--- src/cod_defines.svh ---
// object indices, field positions, reset values and timing counts of the dictionary
`ifndef COD_DEFINES_SVH
`define COD_DEFINES_SVH

`define COD_IDX_DEVICE_TYPE      16'h1000
`define COD_IDX_ERROR_FLAGS      16'h1001
`define COD_IDX_ERROR_HISTORY    16'h1003
`define COD_IDX_SYNC_ID          16'h1005
`define COD_IDX_SYNC_PERIOD      16'h1006
`define COD_IDX_NODE_NAME        16'h1008
`define COD_IDX_HW_VERSION       16'h1009
`define COD_IDX_SW_VERSION       16'h100a
`define COD_IDX_NODE_NUMBER      16'h100b

`define COD_ERR_VENDOR_BIT       7
`define COD_ERR_OVERRUN_BIT      4
`define COD_ERR_GENERIC_BIT      0
`define COD_ERR_FLAGS_RESET      8'h00

`define COD_HIST_DEPTH           10
`define COD_HIST_CNT_W           4
`define COD_SYNC_ID_W            11
`define COD_SYNC_PRODUCER_BIT    30
`define COD_SYNC_ID_RESET        32'h0000_0080
`define COD_SYNC_PERIOD_RESET    32'h0000_0000
`define COD_NODE_W               7
`define COD_EXPEDITED_MAX        4

`define COD_STR_BYTES            8
`define COD_LEN_W                4

`define COD_CLK_PERIOD_PS        4000
`define COD_US_IN_PS             1000000
`define COD_US_CYCLES            (`COD_US_IN_PS / `COD_CLK_PERIOD_PS)
`define COD_PRESC_W              8
`define COD_WD_W                 33
`define COD_IO_SYNC_LIMIT_MS     90
`define COD_IO_SYNC_LIMIT_US     (`COD_IO_SYNC_LIMIT_MS * 1000)

`endif

--- src/cod_pkg.sv ---
// types shared by the dictionary and its byte serialiser
`include "cod_defines.svh"
package cod_pkg;

	typedef struct packed {
		logic        valid;
		logic        write;
		logic [15:0] index;
		logic [7:0]  subindex;
		logic [31:0] wdata;
	} cod_req_t;

	typedef struct packed {
		logic        valid;
		logic        vendor;
		logic        overrun;
		logic [15:0] add_code;
		logic [15:0] code;
	} cod_err_t;

	typedef struct packed {
		logic       byte_valid;
		logic [7:0] data;
		logic       done;
		logic       abort;
		logic       segmented;
	} cod_rsp_t;

	typedef struct packed {
		logic                         busy;
		logic [`COD_STR_BYTES*8-1:0]  buffer;
		logic [`COD_LEN_W-1:0]        remain;
		cod_rsp_t                     rsp;
	} cod_ser_state_t;

	typedef struct packed {
		logic                                  ready;
		logic [7:0]                            err_flags;
		logic [`COD_HIST_CNT_W-1:0]            hist_cnt;
		logic [`COD_HIST_DEPTH-1:0][31:0]      hist;
		logic [31:0]                           sync_id;
		logic [31:0]                           sync_period;
		logic [`COD_PRESC_W-1:0]               presc;
		logic [`COD_WD_W-1:0]                  wd_us;
		logic                                  sync_fault;
		logic                                  io_update;
		logic [`COD_NODE_W-1:0]                node_meta;
		logic [`COD_NODE_W-1:0]                node_sync;
	} cod_state_t;

endpackage : cod_pkg

--- src/cod_byte_ser.sv ---
// serialiser that sends an object value byte by byte, least significant first
`timescale 1ns/10ps
`include "cod_defines.svh"
module cod_byte_ser (
	input  wire logic                         i_mclk,
	input  wire logic                         i_reset_n,
	input  wire logic                         i_load,
	input  wire logic                         i_abort,
	input  wire logic [`COD_STR_BYTES*8-1:0]  i_data,
	input  wire logic [`COD_LEN_W-1:0]        i_len,
	output cod_pkg::cod_rsp_t                 o_rsp,
	output logic                              o_busy
);

	cod_pkg::cod_ser_state_t q;
	cod_pkg::cod_ser_state_t d;

	always_comb begin
		d                = q;
		d.rsp.byte_valid = 1'b0;
		d.rsp.done       = 1'b0;
		d.rsp.abort      = 1'b0;
		if (i_load) begin
			// longer values need the segmented transfer
			d.rsp.segmented = (i_len > `COD_LEN_W'(`COD_EXPEDITED_MAX));
			if (i_abort) begin
				d.rsp.done  = 1'b1;
				d.rsp.abort = 1'b1;
				d.busy      = 1'b0;
			end else if (i_len == '0) begin
				d.rsp.done = 1'b1;
				d.busy     = 1'b0;
			end else begin
				d.rsp.byte_valid = 1'b1;
				d.rsp.data       = i_data[7:0];
				d.buffer         = i_data >> 8;
				d.remain         = i_len - `COD_LEN_W'(1);
				d.rsp.done       = (i_len == `COD_LEN_W'(1));
				d.busy           = (i_len > `COD_LEN_W'(1));
			end
		end else if (q.busy) begin
			d.rsp.byte_valid = 1'b1;
			d.rsp.data       = q.buffer[7:0];
			d.buffer         = q.buffer >> 8;
			d.remain         = q.remain - `COD_LEN_W'(1);
			d.rsp.done       = (q.remain == `COD_LEN_W'(1));
			d.busy           = (q.remain > `COD_LEN_W'(1));
		end
	end

	always_ff @(posedge i_mclk or negedge i_reset_n) begin
		if (!i_reset_n) begin
			q <= '0;
		end else begin
			q <= d;
		end
	end

	assign o_rsp  = q.rsp;
	assign o_busy = q.busy;

endmodule : cod_byte_ser

--- src/cod_dictionary.sv ---
// communication object dictionary of an i/o node: type, errors, sync and identity
//
// Behaviour
// - device type reads profile number low, signal-type field high, read-only
// - field bits 0..3: digital in, digital out, analog in, analog out
// - special-function terminals never contribute to the signal-type bits
// - error flags byte: bit7 vendor, bit4 overrun, bit0 generic, resets zero
// - every recorded error also sets the generic bit
// - history count at subindex 0, up to ten read-only 32-bit entries
// - newest error at subindex 1, older entries move up one
// - writing zero to subindex 0 discards the history, count reads zero
// - history empty after reset; only subindex 0 exists, reading zero
// - entry holds error code low half, trigger code high half
// - multi-byte values travel least significant byte first
// - sync identifier is the low 11 bits of a writable word, default 0x80
// - producer bit 30 always reads zero; bit 31 has no effect
// - nonzero period with synchronous transfer: missing sync means error state
// - watchdog time is one and a half sync periods
// - i/o updates on sync when all objects synchronous, period nonzero and period*type < 90 ms
// - name and version strings are returned by segmented transfer
// - node number reads as a read-only 32-bit object
`timescale 1ns/10ps
`include "cod_defines.svh"
module cod_dictionary #(
	// arbitrary value, stands in for the profile number
	parameter logic [15:0]                 PROFILE_NUMBER = 16'h0abc,
	parameter int                          STR_LEN        = `COD_STR_BYTES,
	parameter logic [`COD_STR_BYTES*8-1:0] NAME_STR       = 64'h3130_2d65_646f_6e6f,
	parameter logic [`COD_STR_BYTES*8-1:0] HW_VER_STR     = 64'h3030_2e31_2d77_6868,
	parameter logic [`COD_STR_BYTES*8-1:0] SW_VER_STR     = 64'h3030_2e31_2d77_7373
) (
	input  wire logic                    i_mclk,
	input  wire logic                    i_reset_n,
	input  cod_pkg::cod_req_t            i_req,
	output logic                         o_req_ready,
	output cod_pkg::cod_rsp_t            o_rsp,
	input  cod_pkg::cod_err_t            i_err,
	input  wire logic [3:0]              i_io_kinds,
	input  wire logic [`COD_NODE_W-1:0]  i_node_switch,
	input  wire logic                    i_sync_rx,
	input  wire logic                    i_sync_pdo_active,
	input  wire logic                    i_pdo_all_sync,
	input  wire logic [7:0]              i_pdo_min_type,
	output logic [`COD_SYNC_ID_W-1:0]    o_sync_cob_id,
	output logic                         o_sync_fault,
	output logic                         o_io_update,
	output logic [7:0]                   o_err_flags
);

	localparam logic [`COD_LEN_W-1:0] STR_LEN_L = `COD_LEN_W'(STR_LEN);
	localparam logic [`COD_PRESC_W-1:0] PRESC_LAST = `COD_PRESC_W'(`COD_US_CYCLES - 1);
	localparam logic [`COD_HIST_CNT_W-1:0] HIST_FULL = `COD_HIST_CNT_W'(`COD_HIST_DEPTH);
	localparam logic [39:0] IO_LIMIT = 40'(`COD_IO_SYNC_LIMIT_US);

	cod_pkg::cod_state_t q;
	cod_pkg::cod_state_t d;

	logic                        take;
	logic                        ser_busy;
	logic                        rsp_abort;
	logic [`COD_STR_BYTES*8-1:0] rsp_data;
	logic [`COD_LEN_W-1:0]       rsp_len;
	logic                        hist_clear;
	logic [`COD_WD_W-1:0]        wd_limit;
	logic [39:0]                 period_x_type;
	logic                        wd_armed;

	assign take = i_req.valid && q.ready;

	// period plus half period, in microseconds
	assign wd_limit = {1'b0, q.sync_period} + {2'b00, q.sync_period[31:1]};
	assign period_x_type = q.sync_period * i_pdo_min_type;
	// only armed with nonzero period during synchronous transfer
	assign wd_armed = (q.sync_period != '0) && i_sync_pdo_active;

	always_comb begin
		int sub;
		sub        = 0;
		d          = q;
		rsp_abort  = 1'b0;
		rsp_data   = '0;
		rsp_len    = '0;
		hist_clear = 1'b0;
		d.io_update = 1'b0;
		d.node_meta = i_node_switch;
		d.node_sync = q.node_meta;
		sub = int'(i_req.subindex);

		if (i_req.index == `COD_IDX_DEVICE_TYPE) begin
			// only four low field bits used
			rsp_data  = {32'h0, 12'h000, i_io_kinds, PROFILE_NUMBER};
			rsp_len   = `COD_LEN_W'(4);
			rsp_abort = i_req.write;
		end else if (i_req.index == `COD_IDX_ERROR_FLAGS) begin
			rsp_data  = {56'h0, q.err_flags};
			rsp_len   = `COD_LEN_W'(1);
			rsp_abort = i_req.write;
		end else if (i_req.index == `COD_IDX_ERROR_HISTORY) begin
			if (i_req.subindex == 8'h00) begin
				rsp_data = {60'h0, q.hist_cnt};
				rsp_len  = `COD_LEN_W'(1);
				if (i_req.write) begin
					rsp_abort  = (i_req.wdata != '0);
					hist_clear = (i_req.wdata == '0);
					rsp_len    = '0;
				end
			end else if (sub <= int'(q.hist_cnt)) begin
				// entries beyond count do not exist
				rsp_data  = {32'h0, q.hist[sub-1]};
				rsp_len   = `COD_LEN_W'(4);
				rsp_abort = i_req.write;
			end else begin
				rsp_abort = 1'b1;
			end
		end else if (i_req.index == `COD_IDX_SYNC_ID) begin
			rsp_data = {32'h0, q.sync_id};
			rsp_len  = `COD_LEN_W'(4);
			if (i_req.write) begin
				rsp_len   = '0;
				d.sync_id = i_req.wdata;
				// consumer only, producer bit held clear
				d.sync_id[`COD_SYNC_PRODUCER_BIT] = 1'b0;
			end
		end else if (i_req.index == `COD_IDX_SYNC_PERIOD) begin
			rsp_data = {32'h0, q.sync_period};
			rsp_len  = `COD_LEN_W'(4);
			if (i_req.write) begin
				rsp_len       = '0;
				d.sync_period = i_req.wdata;
			end
		end else if (i_req.index == `COD_IDX_NODE_NAME) begin
			rsp_data  = NAME_STR;
			rsp_len   = STR_LEN_L;
			rsp_abort = i_req.write;
		end else if (i_req.index == `COD_IDX_HW_VERSION) begin
			rsp_data  = HW_VER_STR;
			rsp_len   = STR_LEN_L;
			rsp_abort = i_req.write;
		end else if (i_req.index == `COD_IDX_SW_VERSION) begin
			rsp_data  = SW_VER_STR;
			rsp_len   = STR_LEN_L;
			rsp_abort = i_req.write;
		end else if (i_req.index == `COD_IDX_NODE_NUMBER) begin
			// switch value widened to 32 bits
			rsp_data  = {57'h0, q.node_sync};
			rsp_len   = `COD_LEN_W'(4);
			rsp_abort = i_req.write;
		end else begin
			rsp_abort = 1'b1;
		end

		// a refused access must leave state untouched
		if (!take || rsp_abort) begin
			d.sync_id     = q.sync_id;
			d.sync_period = q.sync_period;
			hist_clear    = 1'b0;
		end

		// clear first so a same-cycle error still lands
		if (hist_clear) begin
			d.hist_cnt  = '0;
			d.err_flags = `COD_ERR_FLAGS_RESET;
		end

		if (i_err.valid) begin
			for (int i = `COD_HIST_DEPTH - 1; i > 0; i--) begin
				d.hist[i] = q.hist[i-1];
			end
			d.hist[0] = {i_err.add_code, i_err.code};
			// saturate at ten, oldest falls out
			if (d.hist_cnt != HIST_FULL) begin
				d.hist_cnt = d.hist_cnt + `COD_HIST_CNT_W'(1);
			end
			d.err_flags[`COD_ERR_GENERIC_BIT] = 1'b1;
			if (i_err.vendor) begin
				d.err_flags[`COD_ERR_VENDOR_BIT] = 1'b1;
			end
			if (i_err.overrun) begin
				d.err_flags[`COD_ERR_OVERRUN_BIT] = 1'b1;
			end
		end

		// microsecond watchdog, restarted by each sync
		if (!wd_armed || i_sync_rx) begin
			d.presc = '0;
			d.wd_us = '0;
		end else if (q.presc == PRESC_LAST) begin
			d.presc = '0;
			// magnitude compare: a shortened period must not let the count run past
			if (q.wd_us < wd_limit) begin
				d.wd_us = q.wd_us + `COD_WD_W'(1);
			end
		end else begin
			d.presc = q.presc + `COD_PRESC_W'(1);
		end
		// error state held until sync returns or the watchdog is disarmed
		if (i_sync_rx || !wd_armed) begin
			d.sync_fault = 1'b0;
		end else if (q.wd_us >= wd_limit) begin
			d.sync_fault = 1'b1;
		end

		// immediate update only under the timing condition
		if (i_sync_rx && i_pdo_all_sync && (q.sync_period != '0)
				&& (period_x_type < IO_LIMIT)) begin
			d.io_update = 1'b1;
		end

		// one idle cycle after each answer before the next request
		d.ready = !take && !ser_busy;
	end

	always_ff @(posedge i_mclk or negedge i_reset_n) begin
		if (!i_reset_n) begin
			q             <= '0;
			q.ready       <= 1'b1;
			q.err_flags   <= `COD_ERR_FLAGS_RESET;
			q.hist_cnt    <= '0;
			q.sync_id     <= `COD_SYNC_ID_RESET;
			q.sync_period <= `COD_SYNC_PERIOD_RESET;
		end else begin
			q <= d;
		end
	end

	cod_byte_ser u_ser (
		.i_mclk    (i_mclk),
		.i_reset_n (i_reset_n),
		.i_load    (take),
		.i_abort   (rsp_abort),
		.i_data    (rsp_data),
		.i_len     (rsp_len),
		.o_rsp     (o_rsp),
		.o_busy    (ser_busy)
	);

	assign o_req_ready   = q.ready;
	// filter id from low bits; bit 31 ignored
	assign o_sync_cob_id = q.sync_id[`COD_SYNC_ID_W-1:0];
	assign o_sync_fault  = q.sync_fault;
	assign o_io_update   = q.io_update;
	assign o_err_flags   = q.err_flags;

endmodule : cod_dictionary

--- config.mk ---
export PLATFORM = sky130hd
export DESIGN_NAME = cod_dictionary
export DESIGN_NICKNAME = d
export VERILOG_FILES = /design/src/cod_pkg.sv /design/src/cod_byte_ser.sv /design/src/cod_dictionary.sv
export VERILOG_INCLUDE_DIRS = /design/src
export SDC_FILE = /design/constraint.sdc
export NUM_CORES = 2
export LEC_CHECK = 0
export ABC_AREA = 1
export BUFFER_PORTS_ARGS = -buffer_cell sky130_fd_sc_hd__buf_2
export CORE_UTILIZATION = 50
export DETAILED_ROUTE_END_ITERATION = 8
export GPL_TIMING_DRIVEN = 1
export PLACE_DENSITY = 0.63
export SLEW_MARGIN = 20
export SYNTH_ARGS = -nofsm -noshare
export SYNTH_HDL_FRONTEND = slang
export SYNTH_SLANG_ARGS = --single-unit
--- constraint.sdc ---
create_clock -name i_mclk -period 5.8 [get_ports i_mclk]
set_clock_uncertainty 0.2 [all_clocks]
set_input_delay 1.16 -clock i_mclk [delete_from_list [all_inputs] [get_ports i_mclk]]
set_output_delay 1.16 -clock i_mclk [all_outputs]
set_load 0.05 [all_outputs]
======== Word-level counts from Yosys, hierarchy flattened ========
Cells that the tools add are included.
Widths: inputs -> output; s select.
word-level totals
  word-level logic and storage cells ...... 160
  memories ................................ 0
  input bits .............................. 117
  memory bits (read-only) ................. 0
  register bits after elaboration ......... 529
  memory bits (writable) .................. 0
  output and inout bits ................... 34
  latch bits .............................. 0
operators by class
  bitwise logic cells ..................... 5
  equal/unequal tests ..................... 15
  reductions and logical operators ........ 25
  $lt $le $gt $ge ......................... 8
  div/mod/pow operators ................... 0
  shift operators ......................... 0
  add/sub/neg operators ................... 7
  muxes and demuxes ....................... 69
  multiply operators ...................... 1
operators with widths
  operator               number
  $mux 325               1
  $mux 62                5
  $mux 64                3
  $mux 79                2
  $mux 77                2
  $eq 16x13->1 const B   9
  $bmux 32 s4            1
  $mux 32                4
  $mux 33                2
  $reduce_bool 32->1     2
  $mux 41                1
  $lt 40x17->1 const B   1
  $mul 32x8->40          1
  $mux 4                 10
  $add 32x31->33         1
  $add 33x1->33 const B  1
  $ge 33x33->1           1
  $lt 33x33->1           1
  $logic_not 32->1       1
  $mux 1                 31
  $mux 12                1
  $reduce_bool 2->1      5
  $lt 9x6->1 const B     1
  $mux 3                 3
  other kinds (24)       40

======== Logic depth before layout (Yosys ltp) ========
  depth in word-level cells ............... 16
  gate-level depth with buffers ........... 28
  mapped depth without buffers ............ 27

======== By module ========
From an unflattened synthesis, not the netlist that was laid out.
second synthesis, totals
  cell total of the unflattened synthesis .. 5031
  area, all modules ....................... 37448.4 um^2
by module, submodules not included
  module          seq. area each (um^2)  area an instance (um^2)  times used  cells an instance
  cod_dictionary  11213.3                33930.0                  1           4607
  cod_byte_ser    1826.8                 3518.4                   1           424

======== Worst setup path after synthesis ========
Ideal clock, no wire load.
  path kind ............................... input to register
  start ................................... input i_pdo_min_type[7]
  end ..................................... register q (netlist bit o_io_update)
  setup slack ............................. 0.299 ns
  library setup time ...................... 0.071 ns
  arrival ................................. 5.230 ns
  path buffers ............................ 1
  stages .................................. 22
  cells stage by stage .................... clkbuf_1 > nand2_1 > fa_1 > fa_1 > inv_1 > fa_1 > inv_1 > fa_1 > inv_1 > ha_1 > nand2_1 > nor2_1 > nand2_1 > nor2_1 > nor2_1 > o21ai_0 > nand4_1 > nand2_1 > nand2_1 > nand2_1 > nand4_1 > nor2_1
RTL lines
  item         line                  RTL
  from (decl)  cod_dictionary.sv:43  input wire logic [7:0] i_pdo_min_type,
  to (decl)    cod_dictionary.sv:55  cod_pkg::cod_state_t q;

==> results.txt <==
- Setup violations remaining at the end of the flow were counted as 0.
- Critical R2R Capture: o_io_update
* Number of vias after detailed routing: 31720
* Detailed Routing Iterations Pass 1: 9
* Pwr/cell area: 400.0 nW/um2
- DP Wirelength: 76250 um
* Leakage: 21.52 nW
- The worst setup path is launched from a register.
- The H-tree was split into 2 levels.
* Headroom to the max-slew limit: 0.2944
* Buffer depth of the longest clock path: 3
- Final hold analysis gives a worst-case slack of 145.0 ps.
* Final core utilization: 0.5665
- Classification of the worst-slack hold path: register to register
- Fraction of layout instances using a drive strength above 1: 0.08564
* Number of cells on the worst reg-to-reg path: 22
- Mean area per synthesized cell: 7.383 um2
* Worst-path fanout max: 13
- The via count of the first global-routing pass is 30590.
* Sequential-to-total area share from yosys stat: 0.3499
* Cell at the root of the clock tree: sky130_fd_sc_hd__clkbuf_16
- The library cell used most frequently in the layout, excluding fill and tap cells, is sky130_fd_sc_hd__nand2_1.
* Sw Share: 0.4020
* Total net switching power: 6.536 mW
* Count of flip-flops with a built-in enable after synthesis: 0
- The number of max-slew violations in the final report was 0.
- Measured along the x axis, the die boundary spans 271.8 um.
* Overall die area: 73890 um2
* Primary flip-flop cell chosen by synthesis mapping: sky130_fd_sc_hd__dfrtp_1
- Number of nets in the finished design: 5470
- Clock latency on the worst-skew pair, taken at its later pin, is 660 ps.
- CTS saw 509 sinks.
- Netlist area before placement: 36410 um2
- Residual DRC: 0
- Via density: 5.270
- Setup repair after global routing left no endpoint under its margin.
* Relative contribution of combinational cells to total power: 0.493
- Post-synthesis cell type count: 57
- The hold violation count in the final report was 0.
- The congestion estimate from routability-driven global placement came to 0.9808.
- STA classifies the critical path endpoint as a register.
- Reg-to-reg setup timing slack: 340 ps
- In this run the core area contains 98 standard-cell rows.
- Total Routed Length: 103600 um
- Number of cells after detailed placement: 5909
- Entering global routing, the biggest net connects 164 pins.
* Data arrival at the endpoint of the critical path: 5810 ps
- Synthesis produced a netlist whose cell count is 4931.
* Most frequent cells in the layout: sky130_fd_sc_hd__nand2_1, sky130_fd_sc_hd__inv_1, sky130_fd_sc_hd__o21ai_0, sky130_fd_sc_hd__dfrtp_1, sky130_fd_sc_hd__a21oi_1
- The floorplan step set the die height to 271.8 um.
* Clock period minus worst slack: 5463 ps
- TritonCTS built the clock tree.
- At the pin with the least slew margin, the transition time is 1058 ps.
- Worst r2r src: q[63]
- Total power for the finished layout comes to 16.26 mW.
* CTS Hold Bufs: 0
- Clock-pin slew was measured on the worst setup and hold paths at 60 ps.
- The critical path is of the register to register type.
* Total CTS buffers: 58
* Initial Utilization: 0.5075
* Async SR Flop Fraction: 1.000
- The flow ran to the end, and the final reports show no timing, DRC or antenna violations.
- Iteration-0 DRC Markers: 2521
- Floorplan Core Area: 71730 um2
- IR Drop Worst-Case VDD: 0.0003333 V
* Critical path startpoint: q[63]
- After detailed routing, the average wire length per cell comes to 17.22 um.
- In the finished design, the share of the clock period the worst path needs comes to 0.9420.
- Port Buffer Count: 145
* Global-route wire length before repair: 166400 um
* Area added between synthesis and finish: 11.62%
* Final Instance Count excl. Fillers: 6019
- After global routing the overflow that remains totals 0.
- Of the total power, registers draw 0.251.
- Based on the critical path, the design can be clocked at up to 183.0 MHz.
- The initial antenna violation count was 5.
- At the worst endpoint, the required time is 6150 ps.
* Overall global routing resource usage: 0.2839
* Antenna Nets Post-Route: 0
* Warnings, synthesis: 0
- Setup crit end: o_io_update
- Number of max-cap violations: 0
* Number of flip-flops and latches in the synthesized netlist: 509
- Part of the power in the clock network: 0.256
- The internal power of the cells totals 9.721 mW.
* Boundary Pins: 151
## critical path, cell delays in order (launching register included)
cell and delay [ps]:
sky130_fd_sc_hd__dfrtp_1 860, sky130_fd_sc_hd__nand2_1 110, sky130_fd_sc_hd__inv_1 100, sky130_fd_sc_hd__fa_1 460, sky130_fd_sc_hd__fa_1 560, sky130_fd_sc_hd__fa_1 560
sky130_fd_sc_hd__inv_1 60, sky130_fd_sc_hd__fa_1 530, sky130_fd_sc_hd__inv_1 40, sky130_fd_sc_hd__ha_1 330, sky130_fd_sc_hd__nand2_1 110, sky130_fd_sc_hd__inv_1 60
sky130_fd_sc_hd__a21oi_1 250, sky130_fd_sc_hd__o21ai_0 170, sky130_fd_sc_hd__nand2_1 110, sky130_fd_sc_hd__nand3_1 190, sky130_fd_sc_hd__nand2_1 140, sky130_fd_sc_hd__nand2_1 50
sky130_fd_sc_hd__nand2_1 50, sky130_fd_sc_hd__nand3_1 60, sky130_fd_sc_hd__nor2_1 140, sky130_fd_sc_hd__nand4_1 110, sky130_fd_sc_hd__nor2_1 100
## cell type report
class,instances,area (um2)
Fill cell,6900,31090
Multi-Input combinational cell,3338,19420
Sequential cell,509,12740
Inverter,821,3090
Timing Repair Buffer,291,1988
Clock buffer,79,1690
Tap cell,950,1189
Clock inverter,30,518.0
Antenna cell,1,2.502
## timing repair
action	CTS	global route
resized for setup	0	3
setup buffers	0	0
setup endpoints to repair	0	1
## cell families (layout without fill, tap and decap cells)
logic type	after synthesis	in the layout	synth area share
AO/OA/AOI/OAI	893	893	0.1298
XOR/XNOR	68	68	0.01657
adder cells (fa/ha/maj)	334	334	0.1521
buffers and inverters	1088	1221	0.1183
flip-flops	509	509	0.3499
multiplexers	25	25	0.006874
other	1	6	0.0001030
AND/OR/NAND/NOR	2013	2013	0.2262
## through the flow
| step | setup WS, ps | setup TNS (ps) | cell area (um2) |
|---|---|---|---|
| floorplan | 298.8 | 0 | 36420 |
| global placement | -319.7 | -319.7 | 38420 |
| detailed placement | -310.1 | -310.1 | 38420 |
| CTS | 308.1 | 0 | 40630 |
| global route | 1.637 | 0 | 40640 |
| finish | 336.6 | 0 | 40640 |
## Yosys cell counts (all sizes together), types with 44 or more instances
| cell type | count | area [um2] |
|---|---|---|
| nand2 | 1452 | 5463 |
| inv | 818 | 3070 |
| o21ai | 559 | 2798 |
| dfrtp | 507 | 12690 |
| a21oi | 236 | 1181 |
| nand3 | 225 | 1149 |
| nor2 | 210 | 837.1 |
| clkbuf | 194 | 728.2 |
| fa | 181 | 3623 |
| ha | 153 | 1914 |
| buf | 73 | 496.7 |
| nor3 | 44 | 225.2 |
## power by group through the flow
stage / combinational [mW] / clock (mW) / sequential, mW
3_5_place_dp: 8.00 / 0 / 4.14
4_1_cts: 8.05 / 4.23 / 4.08
6_report: 8.01 / 4.17 / 4.08
3_3_place_gp: 8.01 / 0 / 4.13
2_1_floorplan: 5.04 / 0 / 4.08
5_1_grt: 9.21 / 4.36 / 4.12
## routing by layer
metal | GRT usage | routed length (um) | vias to the layer above | part of all wire
met4 | 0.09004 | 3238 | 10 | 0.031
met1 | 0.3852 | 46220 | 15040 | 0.45
met2 | 0.4448 | 46090 | 920 | 0.44
li1 | - | - | 15560 | -
met3 | 0.06815 | 7737 | 190 | 0.075
met5 | 0.02953 | 347 | - | 0.0033
## flip-flops by register name (all words and copies together), names as in the netlist
signal / flops
o_err_flags: 3
o_req_ready: 1
u_ser.q: 48
o_sync_fault: 1
u_ser.o_busy: 1
o_sync_cob_id: 11
o_io_update: 1
d: 7
q: 424
u_ser.o_rsp: 12
## how the worst min path moves through the flow
stage | to | from | slack (ps) | cells past startpoint
2_1_floorplan | q[0] | d[0] | 130 | 0
3_3_place_gp | q[4] | d[4] | 130 | 0
3_5_place_dp | q[1] | d[1] | 140 | 0
4_1_cts | q[1] | d[1] | 150 | 0
5_1_grt | q[1] | d[1] | 160 | 0
6_report | q[1] | d[1] | 140 | 0
No activity file was read; power rests on OpenSTA's default activity.
